===== src/rtl/aic_pkg.sv =====
// Purpose: shared constants of the accelerometer interrupt controller
// Assumes: core clock of 10 MHz
// Notes: byte register map, engine numbering, hold-mode codes, timing figures
package aic_pkg;
    // ==========================================================
    // clock and timing
    localparam int unsigned CLK_MHZ = 10;
    localparam int unsigned TMR_W = 27;
    localparam int unsigned NEWS_LOW_US = 50;
    localparam int unsigned NEWS_LOW_CYC = NEWS_LOW_US * CLK_MHZ;
    localparam int unsigned FIXED_CLR_US = 12500;
    localparam int unsigned WAKE_SETTLE_US = 2000;
    localparam int unsigned TMP_US [0:11] = '{250000, 500000, 1000000, 2000000, 4000000,
        8000000, 250, 500, 1000, 12500, 25000, 50000};

    function automatic int unsigned cyc_of(input int unsigned us);
        return us * CLK_MHZ;
    endfunction

    localparam int unsigned TMP_CYC_DEF [0:11] = '{cyc_of(TMP_US[0]), cyc_of(TMP_US[1]),
        cyc_of(TMP_US[2]), cyc_of(TMP_US[3]), cyc_of(TMP_US[4]), cyc_of(TMP_US[5]),
        cyc_of(TMP_US[6]), cyc_of(TMP_US[7]), cyc_of(TMP_US[8]), cyc_of(TMP_US[9]),
        cyc_of(TMP_US[10]), cyc_of(TMP_US[11])};
    localparam int unsigned FIXED_CLR_CYC_DEF = cyc_of(FIXED_CLR_US);
    localparam int unsigned WAKE_SETTLE_CYC_DEF = cyc_of(WAKE_SETTLE_US);

    // ==========================================================
    // register map
    localparam logic [7:0] OFS_FRESH_FLAG = 8'h0a;
    localparam logic [7:0] OFS_FRESH_EN = 8'h17;
    localparam logic [7:0] OFS_PIN_A_ROUTE = 8'h19;
    localparam logic [7:0] OFS_PIN_B_ROUTE = 8'h1b;
    localparam logic [7:0] OFS_SRC_SEL = 8'h1e;
    localparam logic [7:0] OFS_PIN_CFG = 8'h20;
    localparam logic [7:0] OFS_HOLD = 8'h21;
    localparam logic [7:0] RST_REG = 8'h00;

    // ==========================================================
    // engine numbering and field positions
    localparam int unsigned ENG_FRESH = 0;
    localparam int unsigned ENG_ORIENT = 6;
    localparam int unsigned ENG_LEVEL_POSE = 7;
    localparam logic [7:0] SRC_FIXED_MASK = 8'h3f;
    localparam int unsigned PCFG_A_POL = 0;
    localparam int unsigned PCFG_A_OD = 1;
    localparam int unsigned PCFG_B_POL = 2;
    localparam int unsigned PCFG_B_OD = 3;
    localparam int unsigned HOLD_CLR_BIT = 7;
    localparam logic [2:0] HOLD_NONLATCH = 3'h0;
    localparam logic [2:0] HOLD_LATCH = 3'h7;
endpackage


===== src/rtl/aic_top.sv =====
// Purpose: interrupt controller of a triaxial accelerometer, eight engines to two pins
// Assumes: engine conditions and strobes come from logic on core_clk
// Notes: register port is a simple synchronous write/read strobe pair
// How it works
// - eight engines, each enabled on its own
// - enabled trigger sets status, drives mapped pins
// - two pins, each OR of mapped engines
// - status set only at sample update
// - disabling an engine clears its status immediately
// - one hold field; nonlatched and latched codes
// - temporary codes clear after selected delay
// - no timed or nonlatched clear while activation still holds
// - nonlatched drops status at the first sample update after condition ends
// - orientation, flat clear after fixed time when nonlatched
// - latched status held until clear bit written
// - still-true condition re-asserts at next update
// - source-select bits choose filtered or unfiltered
// - orientation and flat always use filtered samples
// - routing registers map engines to pins
// - polarity bit per pin, one active high
// - driver bit per pin, one open drain
// - new-sample raised once z value stored
// - new-sample cleared at acquisition start, low 50us
// - new-sample always nonlatched, own enable/status
// - first new-sample after wake is delayed
`timescale 1ns/1ps
module aic_top
    import aic_pkg::*;
#(
    parameter int unsigned TMP_CYC [0:11] = TMP_CYC_DEF,
    parameter int unsigned FIXED_CLR_CYC = FIXED_CLR_CYC_DEF,
    parameter int unsigned WAKE_SETTLE_CYC = WAKE_SETTLE_CYC_DEF
) (
    input wire logic core_clk,
    input wire logic rstn,
    input wire logic [7:0] reg_addr,
    input wire logic [7:0] reg_wdata,
    input wire logic reg_wr,
    input wire logic reg_rd,
    output logic [7:0] reg_rdata,
    input wire logic sample_upd,
    input wire logic acq_start,
    input wire logic wake_evt,
    input wire logic [7:1] eng_cond,
    output logic [7:0] src_unfilt,
    output logic irq_pin_a,
    output logic irq_pin_a_oe,
    output logic irq_pin_b,
    output logic irq_pin_b_oe
);
    // ==========================================================
    // registers
    logic [7:0] en_q, en_d, rt_a_q, rt_a_d, rt_b_q, rt_b_d;
    logic [7:0] src_q, src_d, pcfg_q, pcfg_d, hold_q, hold_d, rdata_q, rdata_d;
    // status bits come from per-engine flops, one driver each, gathered on a net
    wire logic [7:0] st_q;
    logic clr_latch;

    always_comb begin
        en_d = en_q;
        rt_a_d = rt_a_q;
        rt_b_d = rt_b_q;
        src_d = src_q;
        pcfg_d = pcfg_q;
        hold_d = hold_q;
        rdata_d = rdata_q;
        if (reg_wr) begin
            unique case (reg_addr)
                OFS_FRESH_EN: en_d = reg_wdata;
                OFS_PIN_A_ROUTE: rt_a_d = reg_wdata;
                OFS_PIN_B_ROUTE: rt_b_d = reg_wdata;
                OFS_SRC_SEL: src_d = reg_wdata & SRC_FIXED_MASK;
                OFS_PIN_CFG: pcfg_d = {4'h0, reg_wdata[3:0]};
                OFS_HOLD: hold_d = {4'h0, reg_wdata[3:0]};
                default: ;
            endcase
        end
        if (reg_rd) begin
            unique case (reg_addr)
                OFS_FRESH_FLAG: rdata_d = st_q;
                OFS_FRESH_EN: rdata_d = en_q;
                OFS_PIN_A_ROUTE: rdata_d = rt_a_q;
                OFS_PIN_B_ROUTE: rdata_d = rt_b_q;
                OFS_SRC_SEL: rdata_d = src_q;
                OFS_PIN_CFG: rdata_d = pcfg_q;
                OFS_HOLD: rdata_d = hold_q;
                default: rdata_d = 8'h00;
            endcase
        end
    end

    always_ff @(posedge core_clk or negedge rstn) begin
        if (!rstn) begin
            en_q <= RST_REG;
            rt_a_q <= RST_REG;
            rt_b_q <= RST_REG;
            src_q <= RST_REG;
            pcfg_q <= RST_REG;
            hold_q <= RST_REG;
            rdata_q <= RST_REG;
        end else begin
            en_q <= en_d;
            rt_a_q <= rt_a_d;
            rt_b_q <= rt_b_d;
            src_q <= src_d;
            pcfg_q <= pcfg_d;
            hold_q <= hold_d;
            rdata_q <= rdata_d;
        end
    end

    // the clear bit is write-only: it acts as a one-cycle pulse and reads back as zero
    assign clr_latch = reg_wr && (reg_addr == OFS_HOLD) && reg_wdata[HOLD_CLR_BIT];
    assign reg_rdata = rdata_q;
    assign src_unfilt = src_q;

    // ==========================================================
    // hold mode decode
    logic mode_nonlatch, mode_latch, mode_temp;
    logic [3:0] tmp_idx;
    logic [TMR_W-1:0] tmp_load;

    assign mode_nonlatch = (hold_q[2:0] == HOLD_NONLATCH);
    assign mode_latch = (hold_q[2:0] == HOLD_LATCH);
    assign mode_temp = !mode_nonlatch && !mode_latch;
    // codes 1..6 and 9..14 index the twelve temporary delays
    assign tmp_idx = hold_q[3] ? 4'(hold_q[2:0] + 3'h5) : 4'(hold_q[2:0] - 3'h1);
    assign tmp_load = mode_temp ? TMR_W'(TMP_CYC[tmp_idx]) : TMR_W'(FIXED_CLR_CYC);

    // ==========================================================
    // motion engines 1..7
    for (genvar i = 1; i < 8; i++) begin : g_eng
        logic st_d, st_bit_q;
        logic timed;
        logic [TMR_W-1:0] tm_q, tm_d;
        assign st_q[i] = st_bit_q;
        // orientation and flat use their own fixed clear time when nonlatched
        assign timed = mode_temp || (mode_nonlatch && (i >= ENG_ORIENT));

        always_comb begin
            st_d = st_q[i];
            tm_d = tm_q;
            if (!en_q[i]) begin
                st_d = 1'b0;
                tm_d = '0;
            end else begin
                if (tm_q != '0) begin
                    tm_d = tm_q - TMR_W'(1);
                end
                // a still-true condition blocks every timed or level clear
                if (timed && st_q[i] && (tm_q <= TMR_W'(1)) && !eng_cond[i]) begin
                    st_d = 1'b0;
                end
                if (!timed && mode_nonlatch && sample_upd && !eng_cond[i]) begin
                    st_d = 1'b0;
                end
                if (mode_latch && clr_latch) begin
                    st_d = 1'b0;
                end
                // set wins over any clear in the same cycle
                if (sample_upd && eng_cond[i]) begin
                    st_d = 1'b1;
                    tm_d = tmp_load;
                end
            end
        end

        always_ff @(posedge core_clk or negedge rstn) begin
            if (!rstn) begin
                st_bit_q <= 1'b0;
                tm_q <= '0;
            end else begin
                st_bit_q <= st_d;
                tm_q <= tm_d;
            end
        end
    end

    // ==========================================================
    // fresh-sample engine, bit 0, ignores the hold field
    localparam int unsigned SETTLE_W = $clog2(WAKE_SETTLE_CYC + 1);
    logic st0_d, st0_q;
    assign st_q[ENG_FRESH] = st0_q;
    logic [9:0] low_q, low_d;
    logic [SETTLE_W-1:0] settle_q, settle_d;

    always_comb begin
        st0_d = st_q[ENG_FRESH];
        low_d = (low_q != 10'h000) ? low_q - 10'h001 : low_q;
        settle_d = (settle_q != '0) ? settle_q - SETTLE_W'(1) : settle_q;
        if (wake_evt) begin
            settle_d = SETTLE_W'(WAKE_SETTLE_CYC);
        end
        if (!en_q[ENG_FRESH]) begin
            st0_d = 1'b0;
        end else begin
            if (acq_start && st_q[ENG_FRESH]) begin
                st0_d = 1'b0;
                low_d = 10'(NEWS_LOW_CYC);
            end
            // the low window keeps the flag down long enough for a host to see the edge
            if (sample_upd && (low_q == 10'h000) && (settle_q == '0) && !acq_start) begin
                st0_d = 1'b1;
            end
        end
    end

    always_ff @(posedge core_clk or negedge rstn) begin
        if (!rstn) begin
            st0_q <= 1'b0;
            low_q <= 10'h000;
            settle_q <= '0;
        end else begin
            st0_q <= st0_d;
            low_q <= low_d;
            settle_q <= settle_d;
        end
    end

    // ==========================================================
    // pins
    logic act_a, act_b, pin_a_d, pin_b_d, oe_a_d, oe_b_d;
    logic pin_a_q, pin_b_q, oe_a_q, oe_b_q;

    always_comb begin
        act_a = |(st_q & rt_a_q);
        act_b = |(st_q & rt_b_q);
        pin_a_d = act_a ? pcfg_q[PCFG_A_POL] : !pcfg_q[PCFG_A_POL];
        pin_b_d = act_b ? pcfg_q[PCFG_B_POL] : !pcfg_q[PCFG_B_POL];
        // open drain drives only the active level; the external resistor sets idle
        oe_a_d = pcfg_q[PCFG_A_OD] ? act_a : 1'b1;
        oe_b_d = pcfg_q[PCFG_B_OD] ? act_b : 1'b1;
    end

    always_ff @(posedge core_clk or negedge rstn) begin
        if (!rstn) begin
            pin_a_q <= 1'b1;
            pin_b_q <= 1'b1;
            oe_a_q <= 1'b1;
            oe_b_q <= 1'b1;
        end else begin
            pin_a_q <= pin_a_d;
            pin_b_q <= pin_b_d;
            oe_a_q <= oe_a_d;
            oe_b_q <= oe_b_d;
        end
    end

    assign irq_pin_a = pin_a_q;
    assign irq_pin_b = pin_b_q;
    assign irq_pin_a_oe = oe_a_q;
    assign irq_pin_b_oe = oe_b_q;

    // ==========================================================
    // checks
    property p_disable_clears;
        @(posedge core_clk) disable iff (!rstn)
        !en_q[3] |=> !st_q[3];
    endproperty
    a_disable_clears: assert property (p_disable_clears)
        else $error("disabled engine kept its status");

    property p_set_on_update;
        @(posedge core_clk) disable iff (!rstn)
        en_q[3] && sample_upd && eng_cond[3] |=> st_q[3];
    endproperty
    a_set_on_update: assert property (p_set_on_update)
        else $error("trigger at update did not set status");

    property p_rise_at_update;
        @(posedge core_clk) disable iff (!rstn)
        $rose(st_q[3]) |-> $past(sample_upd);
    endproperty
    a_rise_at_update: assert property (p_rise_at_update)
        else $error("status rose outside a sample update");

    property p_nonlatch_drop;
        @(posedge core_clk) disable iff (!rstn)
        mode_nonlatch && sample_upd && !eng_cond[3] |=> !st_q[3];
    endproperty
    a_nonlatch_drop: assert property (p_nonlatch_drop)
        else $error("nonlatched status not dropped");

    property p_latch_holds;
        @(posedge core_clk) disable iff (!rstn)
        mode_latch && st_q[3] && en_q[3] && !clr_latch ##1 $stable(hold_q) |-> st_q[3];
    endproperty
    a_latch_holds: assert property (p_latch_holds)
        else $error("latched status cleared without clear write");

    property p_cond_blocks_clear;
        @(posedge core_clk) disable iff (!rstn)
        mode_temp && st_q[3] && en_q[3] && eng_cond[3] ##1 en_q[3] |-> st_q[3];
    endproperty
    a_cond_blocks_clear: assert property (p_cond_blocks_clear)
        else $error("status cleared while condition true");

    property p_pin_a_level;
        @(posedge core_clk) disable iff (!rstn)
        1'b1 |=> irq_pin_a == ((|($past(st_q) & $past(rt_a_q))) ~^ $past(pcfg_q[PCFG_A_POL]));
    endproperty
    a_pin_a_level: assert property (p_pin_a_level)
        else $error("pin a level disagrees with mapped status");

    property p_pushpull_oe;
        @(posedge core_clk) disable iff (!rstn)
        !pcfg_q[PCFG_B_OD] |=> irq_pin_b_oe;
    endproperty
    a_pushpull_oe: assert property (p_pushpull_oe)
        else $error("push-pull pin b not driven");

    property p_fresh_low_gap;
        @(posedge core_clk) disable iff (!rstn)
        $fell(st_q[ENG_FRESH]) && en_q[ENG_FRESH] |-> !st_q[ENG_FRESH] [*8];
    endproperty
    a_fresh_low_gap: assert property (p_fresh_low_gap)
        else $error("fresh-sample flag reasserted too soon");

    property p_fixed_filtered;
        @(posedge core_clk) disable iff (!rstn)
        src_unfilt[ENG_LEVEL_POSE:ENG_ORIENT] == 2'b00;
    endproperty
    a_fixed_filtered: assert property (p_fixed_filtered)
        else $error("orientation or flat source not filtered");

    property p_temp_expire;
        @(posedge core_clk) disable iff (!rstn)
        mode_temp && en_q[3] && st_q[3] && !eng_cond[3] && (g_eng[3].tm_q == TMR_W'(1))
        |=> !st_q[3];
    endproperty
    a_temp_expire: assert property (p_temp_expire)
        else $error("temporary status outlived its delay");

    property p_latch_clear;
        @(posedge core_clk) disable iff (!rstn)
        mode_latch && clr_latch && en_q[3] && !(sample_upd && eng_cond[3]) |=> !st_q[3];
    endproperty
    a_latch_clear: assert property (p_latch_clear)
        else $error("clear write left latched status set");

    property p_pin_b_level;
        @(posedge core_clk) disable iff (!rstn)
        1'b1 |=> irq_pin_b == ((|($past(st_q) & $past(rt_b_q))) ~^ $past(pcfg_q[PCFG_B_POL]));
    endproperty
    a_pin_b_level: assert property (p_pin_b_level)
        else $error("pin b level disagrees with mapped status");

    property p_opendrain_oe;
        @(posedge core_clk) disable iff (!rstn)
        pcfg_q[PCFG_A_OD] |=> irq_pin_a_oe == $past(act_a);
    endproperty
    a_opendrain_oe: assert property (p_opendrain_oe)
        else $error("open-drain pin a driven while idle");

    property p_fresh_set;
        @(posedge core_clk) disable iff (!rstn)
        en_q[ENG_FRESH] && sample_upd && !acq_start && (low_q == 10'h000) && (settle_q == '0)
        |=> st_q[ENG_FRESH];
    endproperty
    a_fresh_set: assert property (p_fresh_set)
        else $error("fresh-sample flag not raised at update");

    property p_fresh_clear;
        @(posedge core_clk) disable iff (!rstn)
        en_q[ENG_FRESH] && acq_start |=> !st_q[ENG_FRESH];
    endproperty
    a_fresh_clear: assert property (p_fresh_clear)
        else $error("fresh-sample flag kept at acquisition start");

    property p_settle_blocks;
        @(posedge core_clk) disable iff (!rstn)
        (settle_q != '0) && !st_q[ENG_FRESH] |=> !st_q[ENG_FRESH];
    endproperty
    a_settle_blocks: assert property (p_settle_blocks)
        else $error("fresh-sample flag raised while filter settles");

    property p_fresh_disable;
        @(posedge core_clk) disable iff (!rstn)
        !en_q[ENG_FRESH] |=> !st_q[ENG_FRESH];
    endproperty
    a_fresh_disable: assert property (p_fresh_disable)
        else $error("disabled fresh-sample flag kept");
endmodule // aic_top


===== config.mk =====
export PLATFORM = sky130hd
export DESIGN_NAME = aic_top
export DESIGN_NICKNAME = d
export VERILOG_FILES = /design/src/rtl/aic_pkg.sv /design/src/rtl/aic_top.sv
export SDC_FILE = /design/constraint.sdc
export NUM_CORES = 1
export LEC_CHECK = 0
export BUFFER_PORTS_ARGS = -buffer_cell sky130_fd_sc_hd__buf_2
export CORE_ASPECT_RATIO = 0.7
export CORE_MARGIN = 5
export CORE_UTILIZATION = 45
export CTS_CLUSTER_SIZE = 14
export DETAILED_ROUTE_END_ITERATION = 10
export SKIP_CTS_REPAIR_TIMING = 1
export SYNTH_ARGS = -nofsm -noshare
export SYNTH_HDL_FRONTEND = slang
export SYNTH_SLANG_ARGS = --single-unit

===== constraint.sdc =====
create_clock -name core_clk -period 3.7 [get_ports core_clk]
set_input_delay 0.37 -clock core_clk [delete_from_list [all_inputs] [get_ports core_clk]]
set_output_delay 0.37 -clock core_clk [all_outputs]
set_load 0.02 [all_outputs]

**Word level (Yosys, flattened, before mapping)**

Memory sizes are Yosys's and may differ from the RTL's.
Cells that the tools add are included.

- Flip-flop bits (word level): 272
- ROM bits: 512
- Input bits: 30
- Output and inout bits: 20
- Logic and storage cells: 230
- Memories: 1

Memory list:

| memory | words | width | rd ports | clocked after Yosys merged registers in | write ports | line | RTL |
|---|---|---|---|---|---|---|---|
| (name not given) | 16 | 32 | 1 | 0 | 0 | aic_top.sv:128 | `assign tmp_load = mode_temp ? TMR_W'(TMP_CYC[tmp_idx]) : TMR_W'(FIXED_CLR_CYC);` |

- $add $sub $neg: 11
- $lt $le $gt $ge: 8
- Equality and inequality tests: 23
- Multiplexer cells: 73
- Bitwise gates (word level): 3
- Reduce and logical (&&, ||, !) cells: 83

Operators with widths:

| operator | number |
|---|---|
| $mux W27 | 24 |
| $le A27 B1 Y1 const B | 7 |
| $reduce_bool A27 Y1 | 7 |
| $sub A27 B1 Y27 const B | 7 |
| $pmux W8 S7 | 1 |
| $logic_and A1 B1 Y1 | 47 |
| $mux W1 | 42 |
| $ne A5 B1 Y1 const B | 7 |
| $eq A8 B5 Y1 const B | 4 |
| $mux W10 | 3 |
| $mux W15 | 2 |
| $ne A3 B1 Y1 const B | 8 |
| $and A8 B8 Y8 | 2 |
| $eq A8 B6 Y1 const B | 2 |
| $reduce_or A8 Y1 | 2 |
| $logic_not A15 Y1 | 1 |
| $reduce_bool A15 Y1 | 1 |
| $sub A15 B1 Y15 const B | 1 |
| $logic_not A1 Y1 | 14 |
| $reduce_and A2 Y1 | 6 |
| $logic_not A10 Y1 | 1 |
| $reduce_bool A10 Y1 | 1 |
| $sub A10 B1 Y10 const B | 1 |
| $eq A8 B4 Y1 const B | 1 |
| other kinds (9) | 9 |

**Logic depth before layout (Yosys ltp)**

Gate-level depths: netlist of run 1.

- Depth in word-level cells: 12
- Depth in mapped cells: 9

**Least setup slack after synthesis of run 1**

No wires, ideal clock.

- Path type: reg2reg
- Start point: register hold_q[0]
- End point: register g_eng[2].tm_q[21]
- Data arrival time: 2.758 ns
- Required time: 3.606 ns
- Path slack: 0.848 ns
- Stages on the path, launching flop included: 10
- Buffers on the path: 2
- Cells stage by stage: dfrtp_1 -> clkbuf_1 -> inv_1 -> fa_1 -> xnor2_1 -> clkbuf_1 -> a21oi_1 -> nor3_1 -> nor2_1 -> a211oi_1

- Cells in the longest elaborated chain, start to end: 9
- Elaborated cells on any way between the ends: 15
- Classes of those cells: add/sub (2); eq/ne (1); mux (6); bitwise (1); reduce/logical (4); memory (1)

RTL lines:

| element | line | RTL |
|---|---|---|
| start, declared | aic_top.sv:54 | `logic [7:0] src_q, src_d, pcfg_q, pcfg_d, hold_q, hold_d, rdata_q, rdata_d;` |
| start signal, assigned | aic_top.sv:107 | `hold_q <= hold_d;` |
| $sub A3 B1 Y4 or $add A3 B3 Y4 (tied branches) | aic_top.sv:127 | `assign tmp_idx = hold_q[3] ? 4'(hold_q[2:0] + 3'h5) : 4'(hold_q[2:0] - 3'h1);` |
| $mux W4 | aic_top.sv:127 |  |
| $not A4 Y5 (not written as such) | aic_top.sv:128 |  |
| $mem_v2 Z16 W32 | - |  |
| $mux W27 (not written as such) (2 in a row) | aic_top.sv:128 |  |
| $mux W27 * | aic_top.sv:128 |  |
| $mux W27 * | aic_top.sv:161 | `if (sample_upd && eng_cond[i]) begin` |
| $mux W27 * | aic_top.sv:143 | `if (!en_q[i]) begin` |
| end signal, assigned | aic_top.sv:174 | `tm_q <= tm_d;` |
| end, declared | aic_top.sv:135 | `logic [TMR_W-1:0] tm_q, tm_d;` |

Mark *: on every way between the ends. The rest lies on a longest branch, timed or not. The select of a mux whose other input is x is not followed.
A chain may end at the register's enable or synchronous reset.

**Worst setup path after layout of run 1**

- Start point: register hold_q[3]
- End point: register g_eng[2].tm_q[15]

- Cells in the longest elaborated chain, start to end: 8

RTL lines:

| element | line |
|---|---|
| $mux W4 | aic_top.sv:127 |
| $not A4 Y5 (not written as such) | aic_top.sv:128 |
| $mem_v2 Z16 W32 | - |
| $mux W27 (not written as such) (2 in a row) | aic_top.sv:128 |
| $mux W27 | aic_top.sv:128 |
| $mux W27 | aic_top.sv:161 |
| $mux W27 | aic_top.sv:143 |

Every way passes these cells. The select of a mux whose other input is x is not followed.

==> results of run 1 <==
==> worst min path at each step <==
stage / start / end / slack (ns) / cells after the start
6_report: reg_wdata[4] / src_unfilt[4] / 0.08 / 2
5_1_grt: reg_wdata[5] / rt_a_q[5] / 0.07 / 2
4_1_cts: rstn / reg_rdata[1] / -0.16 / 1
3_5_place_dp: rstn / low_q[3] / 0.44 / 1
3_3_place_gp: rstn / low_q[3] / 0.44 / 1
2_1_floorplan: rstn / en_q[0] / 0.07 / 0
==> worst max-delay path, cell delays in order, from the launching register on <==
cell and delay (ns):
dfrtp_1 0.58, inv_1 0.14, ha_1 0.40, inv_1 0.12, ha_1 0.39, mux2i_1 0.21
mux2i_1 0.99, nor3_1 0.11, a211oi_1 0.29
==> power by group through the flow <==
stage / Clock (µW) / Sequential, µW / Combinational [µW]
after floorplan: 0 / 3260 / 2340
after global placement: 0 / 3300 / 2960
after detailed placement: 0 / 3300 / 2970
after CTS: 3340 / 3250 / 3010
after global routing: 3470 / 3270 / 3350
final: 3290 / 3250 / 3040
==> flip-flops by register name, summed over array words and instances, names as in the netlist, 4 cells and up <==
name,count
src_unfilt,6
reg_rdata,8
rt_b_q,8
pcfg_q,4
g_eng.st_bit_q,7
en_q,8
rt_a_q,8
low_q,10
settle_q,15
g_eng.tm_q,189
hold_q,4
==> stage by stage <==
stage / hold WS, ns / worst slack, ns / utilization (%) / cell area [µm²] / cells
final: 0.0764 / 0.366 / 51.5 / 18000 / 2238
after global routing: 0.0683 / 0.213 / 51.5 / 18000 / 2238
after CTS: -0.161 / 0.509 / 51.5 / 17900 / 2236
after detailed placement: 0.437 / 0.533 / 48.4 / 16900 / 2182
after global placement: 0.439 / 0.662 / 48.4 / 16900 / 2182
after floorplan: 0.0744 / 0.848 / - / 16000 / 1708
==> layout by cell type, fill, tap and decap left out, types with 7 or more instances in the layout <==
master	count
nand2b_1	7
o31ai_1	7
mux2_2	42
nor2_1	228
clkbuf_16	29
nand4b_1	8
nor3_1	88
o21ai_0	20
nor4_1	62
or3_1	35
buf_4	61
nand3_1	46
mux2i_1	8
inv_1	29
nand2_1	79
clkbuf_8	7
and3_1	20
xnor2_1	102
o22ai_1	19
dfrtp_1	268
a21oi_1	31
or2_2	11
and2_1	15
or4_1	33
nor3b_1	8
buf_2	46
nor2b_1	9
nand4_1	18
ha_1	29
a211oi_1	163
nand3b_1	11
xor2_1	74
a22oi_1	16
==> logic make-up after synthesis <==
kind of cell | Yosys count | share of synthesized area [%]
adder cells (fa/ha/maj) | 30 | 2.40
multiplexers | 50 | 3.46
flip-flops | 272 | 42.6
buffers and inverters | 138 | 3.55
AO/OA/AOI/OAI | 329 | 15.1
AND/OR/NAND/NOR | 711 | 23.2
XOR/XNOR | 176 | 9.65
other | 1 | 0.0235
==> per-layer routing <==
| layer | up-vias | track usage (%) | routed length, µm | share of wire [%] |
|---|---|---|---|---|
| met5 | - | 0 | 0 | 0 |
| met4 | 0 | 4.82 | 1010 | 2.1 |
| met3 | 65 | 4.85 | 3980 | 8.4 |
| met2 | 453 | 32.2 | 19100 | 40 |
| met1 | 6629 | 37.7 | 23400 | 49 |
| li1 | 6343 | - | - | - |
==> cell type report <==
class	count	area (µm²)	share of cell area, %
Clock buffer	40	837	4.66
Clock inverter	14	228	1.27
Inverter	30	113	0.627
Multi-Input combinational cell	1298	8620	48.0
Sequential cell	272	6810	37.9
Tap cell	472	591	3.29
Timing Repair Buffer	112	763	4.25
==> summary.md, run 1 <==
| Metric | Value |
|---|---|
| Largest net degree at the start of global routing | 85 |
| Crit path from | hold_q[3] |
| Drt wl/cell | 21.2 µm |
| Sw frac | 33.8% |
| RSZ-0062 raised after global routing | no |
| Post-route setup TNS | 0 ns |
| Mapped Cells | 1707 |
| Count leader, synth | dfrtp_1 |
| Grt total ovfl | 0 |
| Core ar. | 34900 µm² |
| Run status | complete, no violations |
| Final Max Tran Viols | 0 |
| Max Root-Sink Buffers | 3 |
| Vias per cell | 6.03 |
| First drt pass iteration count | 7 |
| Final WL | 47.5 mm |
| Worst R2R End | g_eng[2].tm_q[15] |
| Row cnt | 57 |
| Worst setup EP type | register |
| Die X | 235 µm |
| Yosys Warn Count | 0 |
| # H-tree levels | 1 |
| Final min period | 3.33 ns |
| PD cells | 533 nW/µm² |
| Die height | 168 µm |
| Final setup viols | 0 |
| ANT cells | 0 |
| Layout Nets | 1803 |
| FF+latch count, synth | 272 |
| CTS Sinks | 272 |
| Initial antenna violation count | 0 |
| Commonest cells post-synth | dfrtp_1, nor2_1, a211oi_1 |
| 1st-iter DRT viols | 1372 |
| Async S/R FF share, synth | 100% |
| Max Clk Rate | 0.300 GHz |
| Worst-margin pin slew | 1.23 ns |
| Synth area leader | dfrtp_1 |
| Final hold vios | 0 |
| Clock share of power | 34.3% |
| FF-to-FF path depth | 8 |
| VDD IR max | 376 µV |
| CTS clock-pin slew for the worst setup and hold paths | 0.06 ns |
| Share of cells above drive strength 1 | 13.6% |
| IO Pins | 50 |
| Cell area after synthesis | 16000 µm² |
| # Max-Cap Violations | 0 |
| RR Startpoint | hold_q[3] |
| Synth area leaders | dfrtp_1, a211oi_1, xnor2_1 |
| Syn Area/Cell | 9.36 µm² |
| Worst Path Max Fanout | 13 |
| Number of port buffers | 47 |
| Normalized max-slew margin | 15.9% |
| Area grow syn2layout | 12.4% |
| End of the critical path | g_eng[2].tm_q[15] |
| Die ar. | 39400 µm² |
| FF-to-FF setup slack | 0.37 ns |
| Fin crit share | 90.1% |
| Total CTS buffers | 29 |
| HPWL Detailed | 32.4 mm |
| Fill count | 3227 |
| Final Wtd Congestion | 0.949 |
| Clock Tree Root | clkbuf_16 |
| Skew final | 0.0123 ns |
| Internal power | 6350 µW |
| Register area share after synthesis | 42.6% |
| Via count | 13500 |
| Main synth FF type | dfrtp_1 |
| CTS tree | done |
| PnR Total Power | 9580 µW |
| Critical path class | reg2reg |
| Startpoint types | register |
| Reg power frac | 33.9% |
| Critical path data arrival time | 3.80 ns |
| Synth unique cells | 82 |
| Number of flops mapped to enable cells by yosys | 0 |
| Critical Path RT | 4.17 ns |
| Leak | 0.00832 µW |
| Post-synth top area share | 42.0% |
| Psw | 3240 µW |
| Worst skew pair latency | 0.57 ns |
| Residual DRC | 0 |
| Number of global-route vias before repair | 12500 |
| Antenna Nets Post-Route | 0 |
| Initial core utilization | 45.8% |
| Hold crit path type | in2reg |
| First-pass GRT wire length | 74.6 mm |
| Gr usage total | 23.5% |
| Comb power frac | 31.8% |
Note: power is estimated with default switching activity, not from simulation.
==> inputs of run 2 (changes only) <==
ABC_AREA = 1   (was default)
GPL_TIMING_DRIVEN = 0   (was default)
==> run 2 against run 1 <==
Worst setup slack gained 0.024 ns. Final area grew 7.7%. Critical endpoint is now g_eng[2].tm_q[24]. Core utilization shrank 0.96 points. Global-route usage grew 2.9 points. Area after synthesis grew 8.6%. Critical path depth grew 3. Clock-buffer cell count grew 1. Register-to-register slack gained 0.02 ns. Highest routed layer unchanged. Non-clock buffer count shrank 12. Clock skew grew 0.00058 ns.
==> summary.md, run 2 <==
| Metric | Value |
|---|---|
| Run status | complete, no violations |
| Mapped Cells | 2516 (+47%) |
| Sw frac | 38.3% (+4.5 points) |
| Max Clk Rate | 0.302 GHz (+0.72%) |
| Normalized max-slew margin | 30.4% (+15 points) |
| Fin crit share | 89.5% (-0.65 points) |
| Hold crit path type | in2reg |
| Syn Area/Cell | 6.90 µm² (-26%) |
| RR Startpoint | hold_q[0] |
| Final Max Tran Viols | 0 (unchanged) |
| Post-route setup TNS | 0 ns (unchanged) |
| Gr usage total | 26.4% (+2.9 points) |
| RSZ-0062 raised after global routing | no |
| Psw | 4050 µW (+25%) |
| Worst setup EP type | register |
| Startpoint types | register |
| Cell area after synthesis | 17400 µm² (+8.6%) |
| Worst Path Max Fanout | 9 (-4) |
| Number of global-route vias before repair | 15900 (+27%) |
| Clock Tree Root | clkbuf_16 |
| Non-Filler Instances | 3118 (+39%) |
| Largest net degree at the start of global routing | 119 (+40%) |
| PD cells | 546 nW/µm² (+2.4%) |
| Count leader, synth | nand2_1 |
| Main synth FF type | dfrtp_1 |
| Final WL | 57.0 mm (+20%) |
| # Max-Cap Violations | 0 (unchanged) |
| Reg power frac | 38.5% (+4.6 points) |
| Fin worst setup slack | 0.390 ns (+0.0239 ns) |
| Area grow syn2layout | 11.5% |
| CTS tree | done |
| Final setup viols | 0 (unchanged) |
| Post-synth top area share | 38.6% (-3.3 points) |
| Final core utilization | 50.6% (-0.96 points) |
| Critical path class | reg2reg |
| DP Cell Count | 3060 (+40%) |
| Worst R2R End | g_eng[2].tm_q[24] |
| Core ar. | 38300 µm² (+9.8%) |
| FF+latch count, synth | 272 (unchanged) |
| Commonest non-fill, non-tap cell in the layout | nand2_1 |
| Drt wl/cell | 18.3 µm (-14%) |
| Row cnt | 60 (+5.3%) |
| Crit path from | hold_q[0] |
| Worst-margin pin slew | 1.04 ns (-0.184 ns) |
| First-pass GRT wire length | 90.2 mm (+21%) |
| Layout Nets | 2657 (+47%) |
| Initial antenna violation count | 0 (unchanged) |
| Synth area leaders | dfrtp_1, nand2_1, nor2_1 |
| Die ar. | 42700 µm² (+8.2%) |
| Number of flops mapped to enable cells by yosys | 0 (unchanged) |
| Leak | 0.00943 µW (+13%) |
| Initial core utilization | 45.3% (-0.48 points) |
| Critical Path RT | 4.21 ns (+0.04 ns) |
| Commonest cells post-synth | nand2_1, nor2_1, dfrtp_1 |
| Die height | 174 µm (+4.0%) |
| Biggest register | g_eng.tm_q |
| Top flop regs | g_eng.tm_q (189), settle_q (15), low_q (10) |
| CTS Sinks | 272 (unchanged) |
| Final Wtd Congestion | 0.948 (-0.12%) |
| Skew final | 0.0129 ns (+0.000581 ns) |
| CTS clock-pin slew for the worst setup and hold paths | 0.07 ns (about the same) |
| Internal power | 6520 µW (+2.8%) |
| Final min period | 3.31 ns (-0.0239 ns) |
| HPWL Detailed | 40.6 mm (+25%) |
| # H-tree levels | 1 (unchanged) |
| Antenna Nets Post-Route | 0 (unchanged) |
| Grt total ovfl | 0 (unchanged) |
| Number of port buffers | 45 (-4.3%) |
| Clock share of power | 31.2% (-3.1 points) |
| Vias per cell | 5.46 (-9.5%) |
| Critical path data arrival time | 3.82 ns (+0.02 ns) |
| Synth unique cells | 51 (-38%) |
| Total CTS buffers | 30 (+3.4%) |
| VDD IR max | 365 µV (-3.0%) |
| Die X | 245 µm (+4.0%) |
| Final hold vios | 0 (unchanged) |
| First drt pass iteration count | 6 (-1) |
| Dpl ws | 0.432 ns (-0.101 ns) |
| FF-to-FF path depth | 11 (+3) |
| IO Pins | 50 (unchanged) |
| Worst skew pair latency | 0.58 ns (about the same) |
| Max reg flops | 189 (unchanged) |
| Via count | 17000 (+26%) |
| Synth area leader | dfrtp_1 |
| FF-to-FF setup slack | 0.39 ns (+0.02 ns) |
| Max Root-Sink Buffers | 3 (unchanged) |
| Share of cells above drive strength 1 | 9.01% (-4.6 points) |
| End of the critical path | g_eng[2].tm_q[24] |
| Yosys Warn Count | 0 (unchanged) |
| Residual DRC | 0 (unchanged) |
| Async S/R FF share, synth | 100% (unchanged) |
| Commonest non-fill, non-tap cells in the layout | nand2_1, nor2_1, dfrtp_1 |
| Register area share after synthesis | 39.2% (-3.4 points) |
| Comb power frac | 30.3% (-1.5 points) |
| 1st-iter DRT viols | 1866 (+36%) |
run 2: metal layers:
layer / vias up / share of wire, % / track usage (%)
met4: 0 / 1.9 / 5.30
met3: 68 / 7.9 / 4.86
met1: 8080 / 49 / 41.1
li1: 8279 / - / -
met2: 587 / 41 / 38.4
met5: - / 0 / 0
run 2: worst min-delay path by stage:
stage | startpoint | endpoint | slack [ns] | cells past startpoint
2_1_floorplan | rstn | en_q[0] | 0.07 | 0
3_3_place_gp | reg_rdata[3] | reg_rdata[3] | 0.46 | 2
3_5_place_dp | rstn | g_eng[1].tm_q[15] | 0.42 | 1
4_1_cts | rstn | g_eng[1].tm_q[18] | -0.19 | 1
5_1_grt | acq_start | st0_q | 0.03 | 4
6_report | acq_start | st0_q | 0.03 | 4
run 2: metrics by stage:
step / total power [µW] / hold WS, ns / instance area [µm²]
detailed placement: 7250 / 0.418 / 18300
CTS: 10600 / -0.189 / 19300
floorplan: 6300 / 0.0744 / 17400
global placement: 7180 / 0.461 / 18200
finish: 10600 / 0.0334 / 19400
global route: 11300 / 0.0318 / 19300
run 2: worst max-delay path: stages, from the launching register on:
cell,delay (ns)
dfrtp_1,0.53
inv_2,0.20
fa_1,0.49
inv_1,0.09
nand2_1,0.05
nand2_1,0.22
nand3_1,0.18
nor2_1,0.72
inv_1,0.39
nand2_1,0.14
nand2_1,0.12
nor2_1,0.13
run 2: cells by family after synthesis:
kind of cell / after synthesis / share of synthesized area [%]
DFF: 272 / 39.2
adders and majority gates: 30 / 2.21
AOI/OAI and AO/OA: 374 / 11.4
xor gates and xnor gates: 71 / 3.58
and+or+nand+nor: 1457 / 36.3
other: 1 / 0.0216
buffers and inverters: 311 / 7.21
run 2: power groups by stage:
stage | Clock, µW | Sequential [µW] | Combinational, µW
floorplan | 0 | 3970 | 2330
global placement | 0 | 4090 | 3090
detailed placement | 0 | 4090 | 3160
CTS | 3360 | 4050 | 3170
global route | 3480 | 4140 | 3640
finish | 3300 | 4070 | 3200
run 2: layout make-up:
cell class	instances	area [µm²]
Buffer	52	275
Inverter	259	977
Antenna cell	3	7.51
Tap cell	496	621
Fill cell	3889	18900
Sequential cell	272	6810
Clock inverter	13	171
Multi-Input combinational cell	1934	9300
Timing Repair Buffer	48	300
Clock buffer	41	893
==> inputs of run 3 (changes only) <==
ABC_AREA = default   (was 1)
==> run 3 against run 2 <==
Die area is 7.6% lower. Register-to-register slack worse by 0.23 ns. Global-route usage is 2.1 points lower. Final cell count is 26% lower. Worst setup slack worse by 0.23 ns. Critical path depth is 2 lower. Sequential cell count stayed put. Critical path type unchanged. Critical endpoint is now g_eng[3].tm_q[20].
==> summary.md, run 3 (synthesized netlist as in run 1, its figures left out) <==
| Metric | Value |
|---|---|
| Placed cell areas | 17000 µm² (-6.8%) |
| Core ar. | 34900 µm² (-8.9%) |
| Biggest register | g_eng.tm_q |
| IO Pins | 50 (unchanged) |
| First-pass GRT wire length | 76.7 mm (-15%) |
| Grt total ovfl | 0 (unchanged) |
| Max reg flops | 189 (unchanged) |
| Worst-margin pin slew | 1.31 ns (+0.272 ns) |
| Worst Path Max Fanout | 10 (+1) |
| Startpoint types | register |
| Fin crit share | 95.7% (+6.3 points) |
| # H-tree levels | 1 (unchanged) |
| CTS tree | done |
| Fin worst setup slack | 0.159 ns (-0.231 ns) |
| First drt pass iteration count | 5 (-1) |
| Max Root-Sink Buffers | 3 (unchanged) |
| Vias per cell | 6.04 (+11%) |
| Residual DRC | 0 (unchanged) |
| Worst setup EP type | register |
| Total CTS buffers | 29 (-3.3%) |
| Max Clk Rate | 0.282 GHz (-6.5%) |
| Reg power frac | 34.2% (-4.3 points) |
| Run status | complete, no violations |
| Die height | 168 µm (-3.8%) |
| Initial antenna violation count | 0 (unchanged) |
| Final core utilization | 52.1% (+1.5 points) |
| Dpl ws | -0.395 ns (-0.827 ns) |
| CTS clock-pin slew for the worst setup and hold paths | 0.07 ns (about the same) |
| Normalized max-slew margin | 11.8% (-19 points) |
| Number of port buffers | 44 (-2.2%) |
| PnR Total Power | 9470 µW (-10%) |
| Final Instance Area | 18200 µm² (-6.2%) |
| Die X | 235 µm (-3.9%) |
| Skew final | 0.0187 ns (+0.00586 ns) |
| DP Cell Count | 2236 (-27%) |
| Non-Filler Instances | 2293 (-26%) |
| Layout Nets | 1858 (-30%) |
| Largest net degree at the start of global routing | 108 (-9.2%) |
| Final setup viols | 0 (unchanged) |
| Row cnt | 57 (-5.0%) |
| Clock share of power | 33.1% (+1.9 points) |
| Comb power frac | 32.7% (+2.4 points) |
| Internal power | 6220 µW (-4.7%) |
| Gr usage total | 24.3% (-2.1 points) |
| Initial core utilization | 45.8% (+0.48 points) |
| Sw frac | 34.4% (-3.9 points) |
| Critical path class | reg2reg |
| Psw | 3250 µW (-20%) |
| Antenna Nets Post-Route | 0 (unchanged) |
| Final WL | 49.3 mm (-14%) |
| Area grow syn2layout | 13.6% |
| Number of global-route vias before repair | 13000 (-18%) |
| Share of cells above drive strength 1 | 12.5% (+3.5 points) |
| Commonest non-fill, non-tap cell in the layout | dfrtp_1 |
| Final Wtd Congestion | 0.967 (+2.0%) |
| Via count | 13800 (-19%) |
| Drt wl/cell | 21.5 µm (+17%) |
| Die ar. | 39400 µm² (-7.6%) |
| Fill count | 3219 (-17%) |
| # Max-Cap Violations | 0 (unchanged) |
| Commonest non-fill, non-tap cells in the layout | dfrtp_1, nor2_1, a211oi_1 |
| Final Max Tran Viols | 0 (unchanged) |
| Critical path data arrival time | 4.01 ns (+0.19 ns) |
| Clock Tree Root | clkbuf_16 |
| Final hold vios | 0 (unchanged) |
| Worst skew pair latency | 0.58 ns (about the same) |
| ANT cells | 0 (-3) |
| Hold crit path type | in2reg |
| Top flop regs | g_eng.tm_q (189), settle_q (15), low_q (10) |
| Final min period | 3.54 ns (+0.231 ns) |
| Leak | 0.00828 µW (-12%) |
| PD cells | 522 nW/µm² (-4.5%) |
| VDD IR max | 356 µV (-2.3%) |
| Critical Path RT | 4.17 ns (-0.04 ns) |
| 1st-iter DRT viols | 1089 (-42%) |
| CTS Sinks | 272 (unchanged) |
| HPWL Detailed | 34.3 mm (-15%) |
run 3: per-layer routing:
layer	wire (µm)	track usage, %	up-vias	share of wire (%)
li1	-	-	6461	-
met1	23500	37.7	6802	48
met2	20100	34.2	504	41
met3	4320	5.85	82	8.8
met4	1340	5.70	0	2.7
met5	0	0	-	0
run 3: stage by stage:
step | TNS, ns | hold slack [ns]
floorplan | 0 | 0.0744
global placement | -851.67 | 0.466
detailed placement | -9.29 | 0.350
CTS | -10.58 | -0.248
global route | -0.00369 | 0.0603
finish | 0 | 0.0596
run 3: cell type report:
class                      instances  area [µm²]  area share, %
buffer                           108         459           2.53
clock buffer                      37         786           4.33
clock inverter                    17         219           1.21
inverter                          30         113          0.620
multi-input combinational       1298        8760           48.2
sequential                       272        6810           37.5
tap                              472         591           3.25
timing repair buffer              59         419           2.31
run 3: path summary, 6_finish.rpt:
path,startpoint,to,slack [ns],cells after the start
worst max-delay path,hold_q[0],g_eng[3].tm_q[20],0.16,9
worst min-delay path,wake_evt,settle_q[12],0.06,2
worst max register to register,hold_q[0],g_eng[3].tm_q[20],0.16,9
worst min register to register,pcfg_q[0],irq_pin_a,0.49,1
max in group asynchronous,rstn,g_eng[4].tm_q[23],1.99,4
min in group asynchronous,rstn,low_q[9],0.33,2
run 3: power groups by stage:
stage	logic, µW	registers, µW	clock network [µW]
final	3090	3240	3130
after global placement	2950	3290	0
after floorplan	2340	3260	0
after global routing	3420	3260	3320
after detailed placement	3010	3290	0
after CTS	3040	3240	3190
run 3: critical path, cell delays in order, from the launching register on:
cell	delay, ns
dfrtp_1	0.49
clkbuf_2	0.29
inv_1	0.18
fa_1	0.52
xor2_1	0.25
clkbuf_2	0.25
nor4_2	0.79
buf_4	0.34
nor2_1	0.07
a211oi_1	0.24
